==> src/dsc_defs.svh <==
// Register map, field positions, reset values and timing counts of the switch decoder
`ifndef DSC_DEFS_SVH
`define DSC_DEFS_SVH

// ****************************************
// Register byte offsets
// ****************************************
`define DSC_ADDR_W 8
`define DSC_OFS_CTRL 8'h00
`define DSC_OFS_CMD 8'h04
`define DSC_OFS_STATUS 8'h08
`define DSC_OFS_SWITCH 8'h0c

// ****************************************
// Field positions
// ****************************************
`define DSC_CTRL_ENCMD_BIT 0
`define DSC_CTRL_COMBINE_BIT 1
`define DSC_CTRL_NODE_LSB 4
`define DSC_CMD_TRIM_BIT 0
`define DSC_CMD_RESTORE_BIT 1
`define DSC_CMD_RELATCH_BIT 2

// ****************************************
// Reset and special values
// ****************************************
`define DSC_NODE_SETTING_RST 4'h1
`define DSC_NODE_FROM_SETTING 4'h0
`define DSC_NODE_INVALID 4'hf
`define DSC_CTRL_ENCMD_RST 1'b0
`define DSC_CTRL_COMBINE_RST 1'b0

// ****************************************
// Timing
// ****************************************
`define DSC_CLK_MHZ 100
`define DSC_SAMPLE_MS 100
`define DSC_SAMPLE_CYCLES (`DSC_SAMPLE_MS * 1000 * `DSC_CLK_MHZ)
`define DSC_SETTLE_CYCLES 2'h3

`endif

==> src/dsc_pkg.sv <==
// Types shared by the switch decoder modules
package dsc_pkg;

	// ****************************************
	// Sequencing phase
	// ****************************************
	typedef enum logic [1:0] {
		DSC_PH_BOOT = 2'b01,
		DSC_PH_RUN = 2'b10
	} dsc_phase_t;

	// ****************************************
	// Decoded switch block, switch 10 down to switch 5, then the node with switch 1 as its MSB
	// ****************************************
	typedef struct packed {
		logic sel_rs485;
		logic keypad;
		logic enable;
		logic offset;
		logic term;
		logic hold;
		logic [3:0] node;
	} dsc_sw_t;

	// ****************************************
	// Status word layout
	// ****************************************
	typedef struct packed {
		logic [16:0] zero;
		logic factory_done;
		logic node_invalid;
		logic drive_en;
		logic ext_enable;
		logic enable;
		logic term;
		logic hold;
		logic autorun_sup;
		logic keypad;
		logic sel_rs485;
		logic from_setting;
		logic [3:0] node;
	} dsc_status_t;

	// ****************************************
	// Whole state of the decoder
	// ****************************************
	typedef struct packed {
		dsc_phase_t phase;
		logic [1:0] settle;
		logic [31:0] timer;
		dsc_sw_t boot_sw;
		dsc_sw_t smp;
		logic ext_prev;
		logic [3:0] node_setting;
		logic enable_cmd;
		logic combine_mode;
		logic comb_cmd;
		logic factory_done;
		logic autorun_sup;
		logic tune_pulse;
		logic restore_all;
		logic restore_keep;
		logic drive_en;
		logic [31:0] rdata;
		logic slverr;
	} dsc_state_t;

endpackage

==> src/dsc_sync.sv <==
// Two-stage synchroniser for a group of slow inputs
`timescale 1ns/100ps
module dsc_sync #(
	parameter int unsigned WIDTH = 11
) (
	// Clock and reset
	input wire logic clk_in,
	input wire logic rst_n_in,
	// Data
	input wire logic [WIDTH-1:0] d_in,
	output logic [WIDTH-1:0] q_out
);

	typedef struct packed {
		logic [WIDTH-1:0] s1;
		logic [WIDTH-1:0] s2;
	} dsc_sync_state_t;

	dsc_sync_state_t state_reg;
	dsc_sync_state_t state_next;

	initial begin
		if (WIDTH < 1) $error("dsc_sync needs at least one bit");
	end

	// First stage feeds only the second
	always_comb begin
		state_next.s1 = d_in;
		state_next.s2 = state_reg.s1;
	end

	always_ff @(posedge clk_in or negedge rst_n_in) begin
		if (!rst_n_in) begin
			state_reg <= '0;
		end else begin
			state_reg <= state_next;
		end
	end

	assign q_out = state_reg.s2;

endmodule

==> src/dsc_config_decoder.sv <==
// Front-panel configuration switch decoder with APB register access
//
// Local design decisions: the register addresses and the APB register port.
`include "dsc_defs.svh"
`timescale 1ns/100ps
module dsc_config_decoder
	import dsc_pkg::*;
#(
	parameter int unsigned SAMPLE_CYCLES = `DSC_SAMPLE_CYCLES
) (
	// Clock and reset
	input wire logic clk_in,
	input wire logic rst_n_in,
	// APB slave
	input wire logic psel_in,
	input wire logic penable_in,
	input wire logic pwrite_in,
	input wire logic [`DSC_ADDR_W-1:0] paddr_in,
	input wire logic [31:0] pwdata_in,
	output logic [31:0] prdata_out,
	output logic pready_out,
	output logic pslverr_out,
	// Operator switches, bit n-1 is switch n, high means On
	input wire logic [9:0] config_switch_block_in,
	// External drive enable input, already in active-high sense
	input wire logic ext_enable_in,
	// Startup configuration
	output logic [3:0] node_address_out,
	output logic node_from_setting_out,
	output logic link_rs485_out,
	output logic keypad_select_out,
	output logic autorun_suppress_out,
	// Run-time controls
	output logic hold_out,
	output logic terminator_out,
	output logic drive_enable_out,
	// Event strobes
	output logic offset_trim_start_out,
	output logic restore_all_out,
	output logic restore_keep_link_out
);

	// ****************************************
	// Elaboration checks
	// ****************************************
	initial begin
		if (SAMPLE_CYCLES < 2) $error("SAMPLE_CYCLES must be at least 2");
	end

	// ****************************************
	// Synchronised inputs
	// ****************************************
	logic [10:0] sync_q;
	dsc_sw_t sw_s;
	logic ext_s;

	dsc_sync #(
		.WIDTH(11)
	) u_sync (
		.clk_in(clk_in),
		.rst_n_in(rst_n_in),
		.d_in({ext_enable_in, config_switch_block_in}),
		.q_out(sync_q)
	);

	// Switch 1 carries weight 8, so the node bits are reversed
	function automatic dsc_sw_t dsc_decode(input logic [9:0] raw);
		dsc_sw_t d;
		d.sel_rs485 = raw[9];
		d.keypad = raw[8];
		d.enable = raw[7];
		d.offset = raw[6];
		d.term = raw[5];
		d.hold = raw[4];
		d.node = {raw[0], raw[1], raw[2], raw[3]};
		return d;
	endfunction

	assign sw_s = dsc_decode(sync_q[9:0]);
	assign ext_s = sync_q[10];

	// ****************************************
	// State
	// ****************************************
	dsc_state_t state_reg;
	dsc_state_t state_next;

	localparam dsc_state_t DSC_STATE_RST = '{
		phase: DSC_PH_BOOT,
		settle: 2'h0,
		timer: 32'h0,
		boot_sw: '0,
		smp: '0,
		ext_prev: 1'b0,
		node_setting: `DSC_NODE_SETTING_RST,
		enable_cmd: `DSC_CTRL_ENCMD_RST,
		combine_mode: `DSC_CTRL_COMBINE_RST,
		comb_cmd: 1'b0,
		factory_done: 1'b0,
		autorun_sup: 1'b0,
		tune_pulse: 1'b0,
		restore_all: 1'b0,
		restore_keep: 1'b0,
		drive_en: 1'b0,
		rdata: 32'h0,
		slverr: 1'b0
	};

	// ****************************************
	// Bus decode
	// ****************************************
	logic bus_setup;
	logic bus_write;
	logic addr_ctrl;
	logic addr_cmd;
	logic addr_status;
	logic addr_switch;
	logic addr_ok;

	assign bus_setup = psel_in & ~penable_in;
	assign bus_write = psel_in & penable_in & pwrite_in;
	assign addr_ctrl = (paddr_in == `DSC_OFS_CTRL);
	assign addr_cmd = (paddr_in == `DSC_OFS_CMD);
	assign addr_status = (paddr_in == `DSC_OFS_STATUS);
	assign addr_switch = (paddr_in == `DSC_OFS_SWITCH);
	assign addr_ok = addr_ctrl | addr_cmd | addr_status | addr_switch;

	// ****************************************
	// Derived views of the state
	// ****************************************
	logic from_setting;
	logic [3:0] node_eff;
	dsc_status_t status;

	assign from_setting = (state_reg.boot_sw.node == `DSC_NODE_FROM_SETTING);
	assign node_eff = from_setting ? state_reg.node_setting : state_reg.boot_sw.node;

	always_comb begin
		status = '0;
		status.factory_done = state_reg.factory_done;
		status.node_invalid = (state_reg.boot_sw.node == `DSC_NODE_INVALID);
		status.drive_en = state_reg.drive_en;
		status.ext_enable = ext_s;
		status.enable = state_reg.smp.enable;
		status.term = state_reg.smp.term;
		status.hold = state_reg.smp.hold;
		status.autorun_sup = state_reg.autorun_sup;
		status.keypad = state_reg.boot_sw.keypad;
		status.sel_rs485 = state_reg.boot_sw.sel_rs485;
		status.from_setting = from_setting;
		status.node = node_eff;
	end

	// ****************************************
	// Next-state logic
	// ****************************************
	logic tick;
	logic sw_enable_rise;
	logic ext_rise;
	logic enable_cmd_eff;

	always_comb begin
		state_next = state_reg;
		state_next.tune_pulse = 1'b0;
		state_next.restore_all = 1'b0;
		state_next.restore_keep = 1'b0;
		tick = 1'b0;
		sw_enable_rise = 1'b0;
		ext_rise = 1'b0;
		enable_cmd_eff = 1'b0;

		unique case (state_reg.phase)
			DSC_PH_BOOT: begin
				// Wait until the synchroniser holds real switch levels
				state_next.drive_en = 1'b0;
				state_next.comb_cmd = 1'b0;
				state_next.settle = state_reg.settle + 2'h1;
				if (state_reg.settle == `DSC_SETTLE_CYCLES) begin
					state_next.boot_sw = sw_s;
					state_next.smp = sw_s;
					state_next.timer = 32'h0;
					state_next.ext_prev = ext_s;
					state_next.phase = DSC_PH_RUN;
					if ((sw_s.node == `DSC_NODE_INVALID) && !sw_s.enable) begin
						state_next.restore_all = 1'b1;
						state_next.factory_done = 1'b1;
						state_next.node_setting = `DSC_NODE_SETTING_RST;
						state_next.enable_cmd = `DSC_CTRL_ENCMD_RST;
						state_next.combine_mode = `DSC_CTRL_COMBINE_RST;
					end
					state_next.autorun_sup = sw_s.hold & sw_s.keypad & ~sw_s.enable;
				end
			end
			DSC_PH_RUN: begin
				// Run-time switches change only on the sample tick
				if (state_reg.timer == 32'(SAMPLE_CYCLES - 1)) begin
					tick = 1'b1;
					state_next.timer = 32'h0;
				end else begin
					state_next.timer = state_reg.timer + 32'h1;
				end
				if (tick) begin
					state_next.smp = sw_s;
					if (sw_s.offset && state_reg.smp.enable && !sw_s.enable) begin
						state_next.tune_pulse = 1'b1;
					end
					sw_enable_rise = sw_s.enable & ~state_reg.smp.enable;
				end
				ext_rise = ext_s & ~state_reg.ext_prev;
				state_next.ext_prev = ext_s;
				// One side already active, the other rises
				if (!(state_next.smp.enable && ext_s)) begin
					state_next.comb_cmd = 1'b0;
				end else if (sw_enable_rise || ext_rise) begin
					state_next.comb_cmd = 1'b1;
				end
				enable_cmd_eff = state_reg.combine_mode ? state_next.comb_cmd
					: state_reg.enable_cmd;
				state_next.drive_en = state_next.smp.enable & ext_s & enable_cmd_eff;
			end
			default: begin
				state_next = DSC_STATE_RST;
			end
		endcase

		// Register writes take effect in the access phase
		if (bus_write && addr_ctrl) begin
			state_next.enable_cmd = pwdata_in[`DSC_CTRL_ENCMD_BIT];
			state_next.combine_mode = pwdata_in[`DSC_CTRL_COMBINE_BIT];
			state_next.node_setting = pwdata_in[`DSC_CTRL_NODE_LSB +: 4];
		end
		if (bus_write && addr_cmd) begin
			if (pwdata_in[`DSC_CMD_TRIM_BIT]) begin
				state_next.tune_pulse = 1'b1;
			end
			if (pwdata_in[`DSC_CMD_RESTORE_BIT]) begin
				state_next.restore_keep = 1'b1;
				state_next.enable_cmd = `DSC_CTRL_ENCMD_RST;
				state_next.combine_mode = `DSC_CTRL_COMBINE_RST;
			end
			// Processor reset re-reads the startup switches
			if (pwdata_in[`DSC_CMD_RELATCH_BIT]) begin
				state_next.phase = DSC_PH_BOOT;
				state_next.settle = 2'h0;
				state_next.factory_done = 1'b0;
				state_next.drive_en = 1'b0;
			end
		end

		// Read data is prepared in the setup cycle
		if (bus_setup) begin
			state_next.slverr = ~addr_ok;
			if (addr_ctrl) begin
				state_next.rdata = 32'h0;
				state_next.rdata[`DSC_CTRL_ENCMD_BIT] = state_reg.enable_cmd;
				state_next.rdata[`DSC_CTRL_COMBINE_BIT] = state_reg.combine_mode;
				state_next.rdata[`DSC_CTRL_NODE_LSB +: 4] = state_reg.node_setting;
			end else if (addr_status) begin
				state_next.rdata = status;
			end else if (addr_switch) begin
				state_next.rdata = {22'h0, sync_q[9:0]};
			end else begin
				state_next.rdata = 32'h0;
			end
		end
	end

	// ****************************************
	// State register
	// ****************************************
	always_ff @(posedge clk_in or negedge rst_n_in) begin
		if (!rst_n_in) begin
			state_reg <= DSC_STATE_RST;
		end else begin
			state_reg <= state_next;
		end
	end

	// ****************************************
	// Outputs
	// ****************************************
	// Zero wait states keep the bus timing fixed
	assign pready_out = 1'b1;
	assign pslverr_out = psel_in & penable_in & state_reg.slverr;
	assign prdata_out = state_reg.rdata;

	// Node pattern 15 still reported raw; status flags it
	assign node_address_out = node_eff;
	assign node_from_setting_out = from_setting;
	assign link_rs485_out = state_reg.boot_sw.sel_rs485;
	assign keypad_select_out = state_reg.boot_sw.keypad;
	assign autorun_suppress_out = state_reg.autorun_sup;

	assign hold_out = state_reg.smp.hold;
	assign terminator_out = state_reg.smp.term;
	assign drive_enable_out = state_reg.drive_en;

	assign offset_trim_start_out = state_reg.tune_pulse;
	assign restore_all_out = state_reg.restore_all;
	assign restore_keep_link_out = state_reg.restore_keep;

endmodule

==> config.mk <==
export PLATFORM = sky130hd
export DESIGN_NAME = dsc_config_decoder
export DESIGN_NICKNAME = d
export VERILOG_FILES = /design/src/dsc_pkg.sv /design/src/dsc_sync.sv /design/src/dsc_config_decoder.sv
export VERILOG_INCLUDE_DIRS = /design/src
export SDC_FILE = /design/constraint.sdc
export NUM_CORES = 1
export LEC_CHECK = 0
export BUFFER_PORTS_ARGS = -buffer_cell sky130_fd_sc_hd__buf_2
export CAP_MARGIN = 20
export CORE_MARGIN = 3
export CORE_UTILIZATION = 45
export DETAILED_ROUTE_END_ITERATION = 8
export PLACE_DENSITY = 0.75
export SYNTH_ARGS = -nofsm -noshare
export SYNTH_HDL_FRONTEND = slang
export SYNTH_HIERARCHICAL = 1
export SYNTH_SLANG_ARGS = --single-unit
==> constraint.sdc <==
create_clock -name clk_in -period 3 [get_ports clk_in]
set_clock_uncertainty 0.15 [all_clocks]
set_input_delay 0.15 -clock clk_in [delete_from_list [all_inputs] [get_ports clk_in]]
set_output_delay 0.15 -clock clk_in [all_outputs]
set_load 0.05 [all_outputs]
# Yosys cells after proc, flatten, opt, wreduce, memory -nomap -nowiden
# Cells that the tools add are included.
totals:
  regBits: 114
  input_bits: 56
  out_inout_bits: 48
  elab_cells: 122
op_classes:
  add_sub_neg: 2
  eq_ne: 15
  n_mux: 48
  n_bitwise: 19
  n_reduce_logical: 14
ops:
  columns: ["op", "count"]
  rows:
  - ["$mux W33", 2]
  - ["$pmux W32 S2", 1]
  - ["$mux W59", 1]
  - ["$add A32 B1 Y32 const B", 1]
  - ["$eq A32 B24 Y1 const B", 1]
  - ["$mux W32", 1]
  - ["$mux W15", 2]
  - ["$mux W1", 23]
  - ["$pmux W10 S2", 1]
  - ["$pmux W9 S2", 1]
  - ["$eq A8 B4 Y1 const B", 2]
  - ["$mux W8", 2]
  - ["$mux W4", 3]
  - ["$mux W6", 2]
  - ["$pmux W6 S2", 1]
  - ["$and A1 B1 Y1", 10]
  - ["$mux W10", 1]
  - ["$mux W2", 5]
  - ["$eq A4 B4 Y1 const B", 2]
  - ["$eq A8 B3 Y1 const B", 1]
  - ["$logic_not A8 Y1", 1]
  - ["$pmux W4 S2", 1]
  - ["$logic_and A1 B1 Y1", 6]
  - ["$ne A3 B3 Y1 const B", 2]
  - ["14 further kinds", 25]

# Depth between registers and ports, before layout
logic_depth:
  ltp_word: 14
  mapped_depth: 10
  mapped_depth_nobuf: 7

# By module
# The synthesis kept the hierarchy.
by_module_without_submodules:
  columns: ["module", "instances", "cells_per_inst", "area_each_um2"]
  rows:
  - ["dsc_config_decoder", 1, 441, 4166.5]
  - ["dsc_sync", 1, 22, 550.5]

# Least setup slack after synthesis
# OpenSTA, ideal clock, no wires.
synth_timing:
  path_kind: "register to register"
  startpoint: "reg state_reg[57] (netlist name)"
  endpoint: "reg state_reg, in the netlist prdata_out[0]"
  setup_ns: 0.066
  arrival_ns: 3.278
  path_slack_ns: -0.494
  stages_incl_launch_ff: 6
  n_path_buf: 0
  path_cell_list: "dfrtp_1 -> nor4_1 -> a21o_1 -> mux2i_1 -> o21ai_0 -> a22o_1"
synth_via:
  elab_chain_cells: 5
synth_lines:
  columns: ["element", "line_no", "text"]
  rows:
  - ["from (decl)", "dsc_config_decoder.sv:85", "dsc_state_t state_reg;"]
  - ["from (signal assigned)", "dsc_config_decoder.sv:275", "state_reg <= state_next;"]
  - ["$logic_not A4 Y1 (no source line)", null, null]
  - ["named net node_from_setting_out", "dsc_config_decoder.sv:29", "output logic node_from_setting_out,"]
  - ["$mux W4", "dsc_config_decoder.sv:136", "assign node_eff = from_setting ? state_reg.node_setting : state_reg.boot_sw.node;"]
  - ["named net node_address_out[0]", "dsc_config_decoder.sv:28", "output logic [3:0] node_address_out,"]
  - ["$mux W15", "dsc_config_decoder.sv:258", "end else if (addr_status) begin"]
  - ["$mux W15", "dsc_config_decoder.sv:253", "if (addr_ctrl) begin"]
  - ["$mux W33", "dsc_config_decoder.sv:251", "if (bus_setup) begin"]
# The timed path passes the listed nets, and every way through them passes these cells.
# A chain may end at the register's enable or synchronous reset.

==> out/qor.csv <==
metric;value;unit
status;finished clean;
crit_type;flip-flop to flip-flop;
post_cts_resized;0;
arrival;3000;ps
start_kind;flip-flop;
cts_root_buf;clkbuf_8;
drtPass1Iterations;5;
routabilityCongestion;0.898;
synth-seq-cells;97;
dp_slack;185;ps
cp_max_fo;5;
fin_area;0.00543;sq mm
std_cell_rows;36;
grt_pass1_wl;17300;um
final_common_cell;dfrtp_1;
end_kind;flip-flop;
timing.final.hold_violations;0;
vias_per_cell;5.46;
post-route-period-util;0.963;
coreArea;0.0100;sq mm
diodes;0;
setup_viol;0;
die_x;108;um
yosys.area_share.simple;0.197;
cts_setup_buffers;0;
vdd_drop_max;0.000328;V
cts.sinks;97;
tightest_slew;843;ps
synth_edf_count;0;
synth-xor-area-share;0.0390;
die_h;108;um
worst_ep_required_time;3110;ps
largest_reg_flops;51;
grt_pass1_vias;3456;
p_leak;0.00250;uW
portBuffers;60;
grt_max_degree;68;
grtUsageTotal;0.188;
routed-via-count;3650;
synthesis.instances;463;
insertion_delay;370;ps
cts_tree;done;
pin_count;104;
area_delta_synth_final;15.1;%
async_flop_share;1.00;
synthAdderAreaFrac;0.0133;
place_area;0.00502;sq mm
setup_ws;110;ps
overflow;0;
drive_gt1_frac;0.187;
seq_area_frac_synth;0.515;
die_area;0.0117;sq mm
detail-route-antenna-nets;0;
maxCapViolCount;0;
clk_pin_slew;100;ps
synthesis.area;0.00472;sq mm
yosys-mux-area-fraction;0.0170;
cts_buffer_depth;2;
final_cell_mix;dfrtp_1, buf_2, nand2_1, nor2_1, o21ai_0;
synthFlopType;dfrtp_1;
hold_slack;52.4;ps
cts.htree.levels;3;
drt-total-wl;10700;um
hpwl;7380;um
synth_top_family_by_area;simple AND/OR/NAND/NOR gates;
relSlewSlack;0.438;
fin_tns_setup;0;ps
ys_warn_count;6;
wl_per_cell;16.0;um
power_density;641;mW/mm^2
drc_errors;0;
max_clock_freq;0.346;GHz
period_needed;2890;ps
cts_made_buffers;9;
slew_violations;0;
synth_cell_types;50;
synth_compound_area_frac;0.129;
start_util;0.472;
layout.nets;592;
grt_setup_unrepaired;no;
syn_avg_cell_area;10.2;sq um
hold_path_class;input pin to flip-flop;
antenna_found_initial;0;
drt_iter0_drc;250;
==> worst paths after layout <==
check / endpoint / cells past startpoint / slack, ps / from
max: drive_enable_out / 5 / 110 / state_reg[84]
min: state_reg[0] / 4 / 50 / paddr_in[1]
max reg2reg: drive_enable_out / 5 / 110 / state_reg[84]
min reg2reg: u_sync/q_out[9] / 0 / 200 / u_sync/state_next[9]
max in group asynchronous: state_reg[42] / 3 / 1680 / rst_n_in
min in group asynchronous: prdata_out[1] / 2 / 280 / rst_n_in
==> stage by stage <==
| step | cells | power [uW] | util |
|---|---|---|---|
| CTS | 669 | 3500 | 0.543 |
| global placement | 632 | 2590 | 0.502 |
| finish | 669 | 3480 | 0.543 |
| detailed placement | 632 | 2610 | 0.502 |
| global route | 669 | 3660 | 0.543 |
| floorplan | 479 | 2340 | - |
==> final cells by class <==
class / count / area (sq um)
Clock buffer: 9 / 124
Fill cell: 887 / 4570
Tap cell: 133 / 166
Timing Repair Buffer: 93 / 628
Clock inverter: 7 / 78.8
Sequential cell: 97 / 2430
Multi-Input combinational cell: 312 / 1940
Inverter: 18 / 67.6
==> layer usage <==
metal,track usage,part of all wire
met1,0.263,0.45
met2,0.296,0.47
met4,0.0649,0.018
met5,0,0
met3,0.0334,0.058
==> synthesized netlist by cell type, drive strengths merged (5+ instances only) <==
cell type | number | share of area
nand2b | 5 | 0.0066
ha | 5 | 0.013
nor3 | 12 | 0.013
a22o | 22 | 0.041
or4 | 5 | 0.010
clkbuf | 14 | 0.011
xor2 | 6 | 0.011
inv | 18 | 0.014
mux2i | 8 | 0.017
nand2 | 43 | 0.034
buf | 38 | 0.063
and2 | 5 | 0.0066
xnor2 | 15 | 0.028
nor2b | 5 | 0.0066
nor2 | 35 | 0.028
a21oi | 11 | 0.014
nand4 | 9 | 0.012
o21ai | 27 | 0.029
nor4 | 16 | 0.021
and3 | 9 | 0.012
nand3 | 13 | 0.014
dfrtp | 95 | 0.50
==> cells by family after synthesis <==
group / Yosys count
xor gates and xnor gates: 21
other: 2
and+or+nand+nor: 177
adders and majority gates: 5
muxes: 8
buffers and inverters: 70
DFF: 97
AOI/OAI and AO/OA: 83
==> report_power, final <==
group / leakage [uW] / total [uW] / internal [uW] / switching [uW]
clock: 0.0000977 / 864 / 394 / 470
sequential: 0.00129 / 1450 / 1390 / 65.8
combinational: 0.00111 / 1160 / 332 / 829
==> critical path, stage by stage, from the launching register on <==
cell	delay (ps)
dfrtp_1	440
or4b_1	540
or4_4	540
or4_4	590
mux2i_1	190
nor4_1	340
==> what timing repair did <==
action	4_1_cts	5_1_grt
hold buffers	21	0
setup endpoints to repair	0	0
endpoints found under the hold margin	87	0
Note: power is estimated with default switching activity, not from simulation.
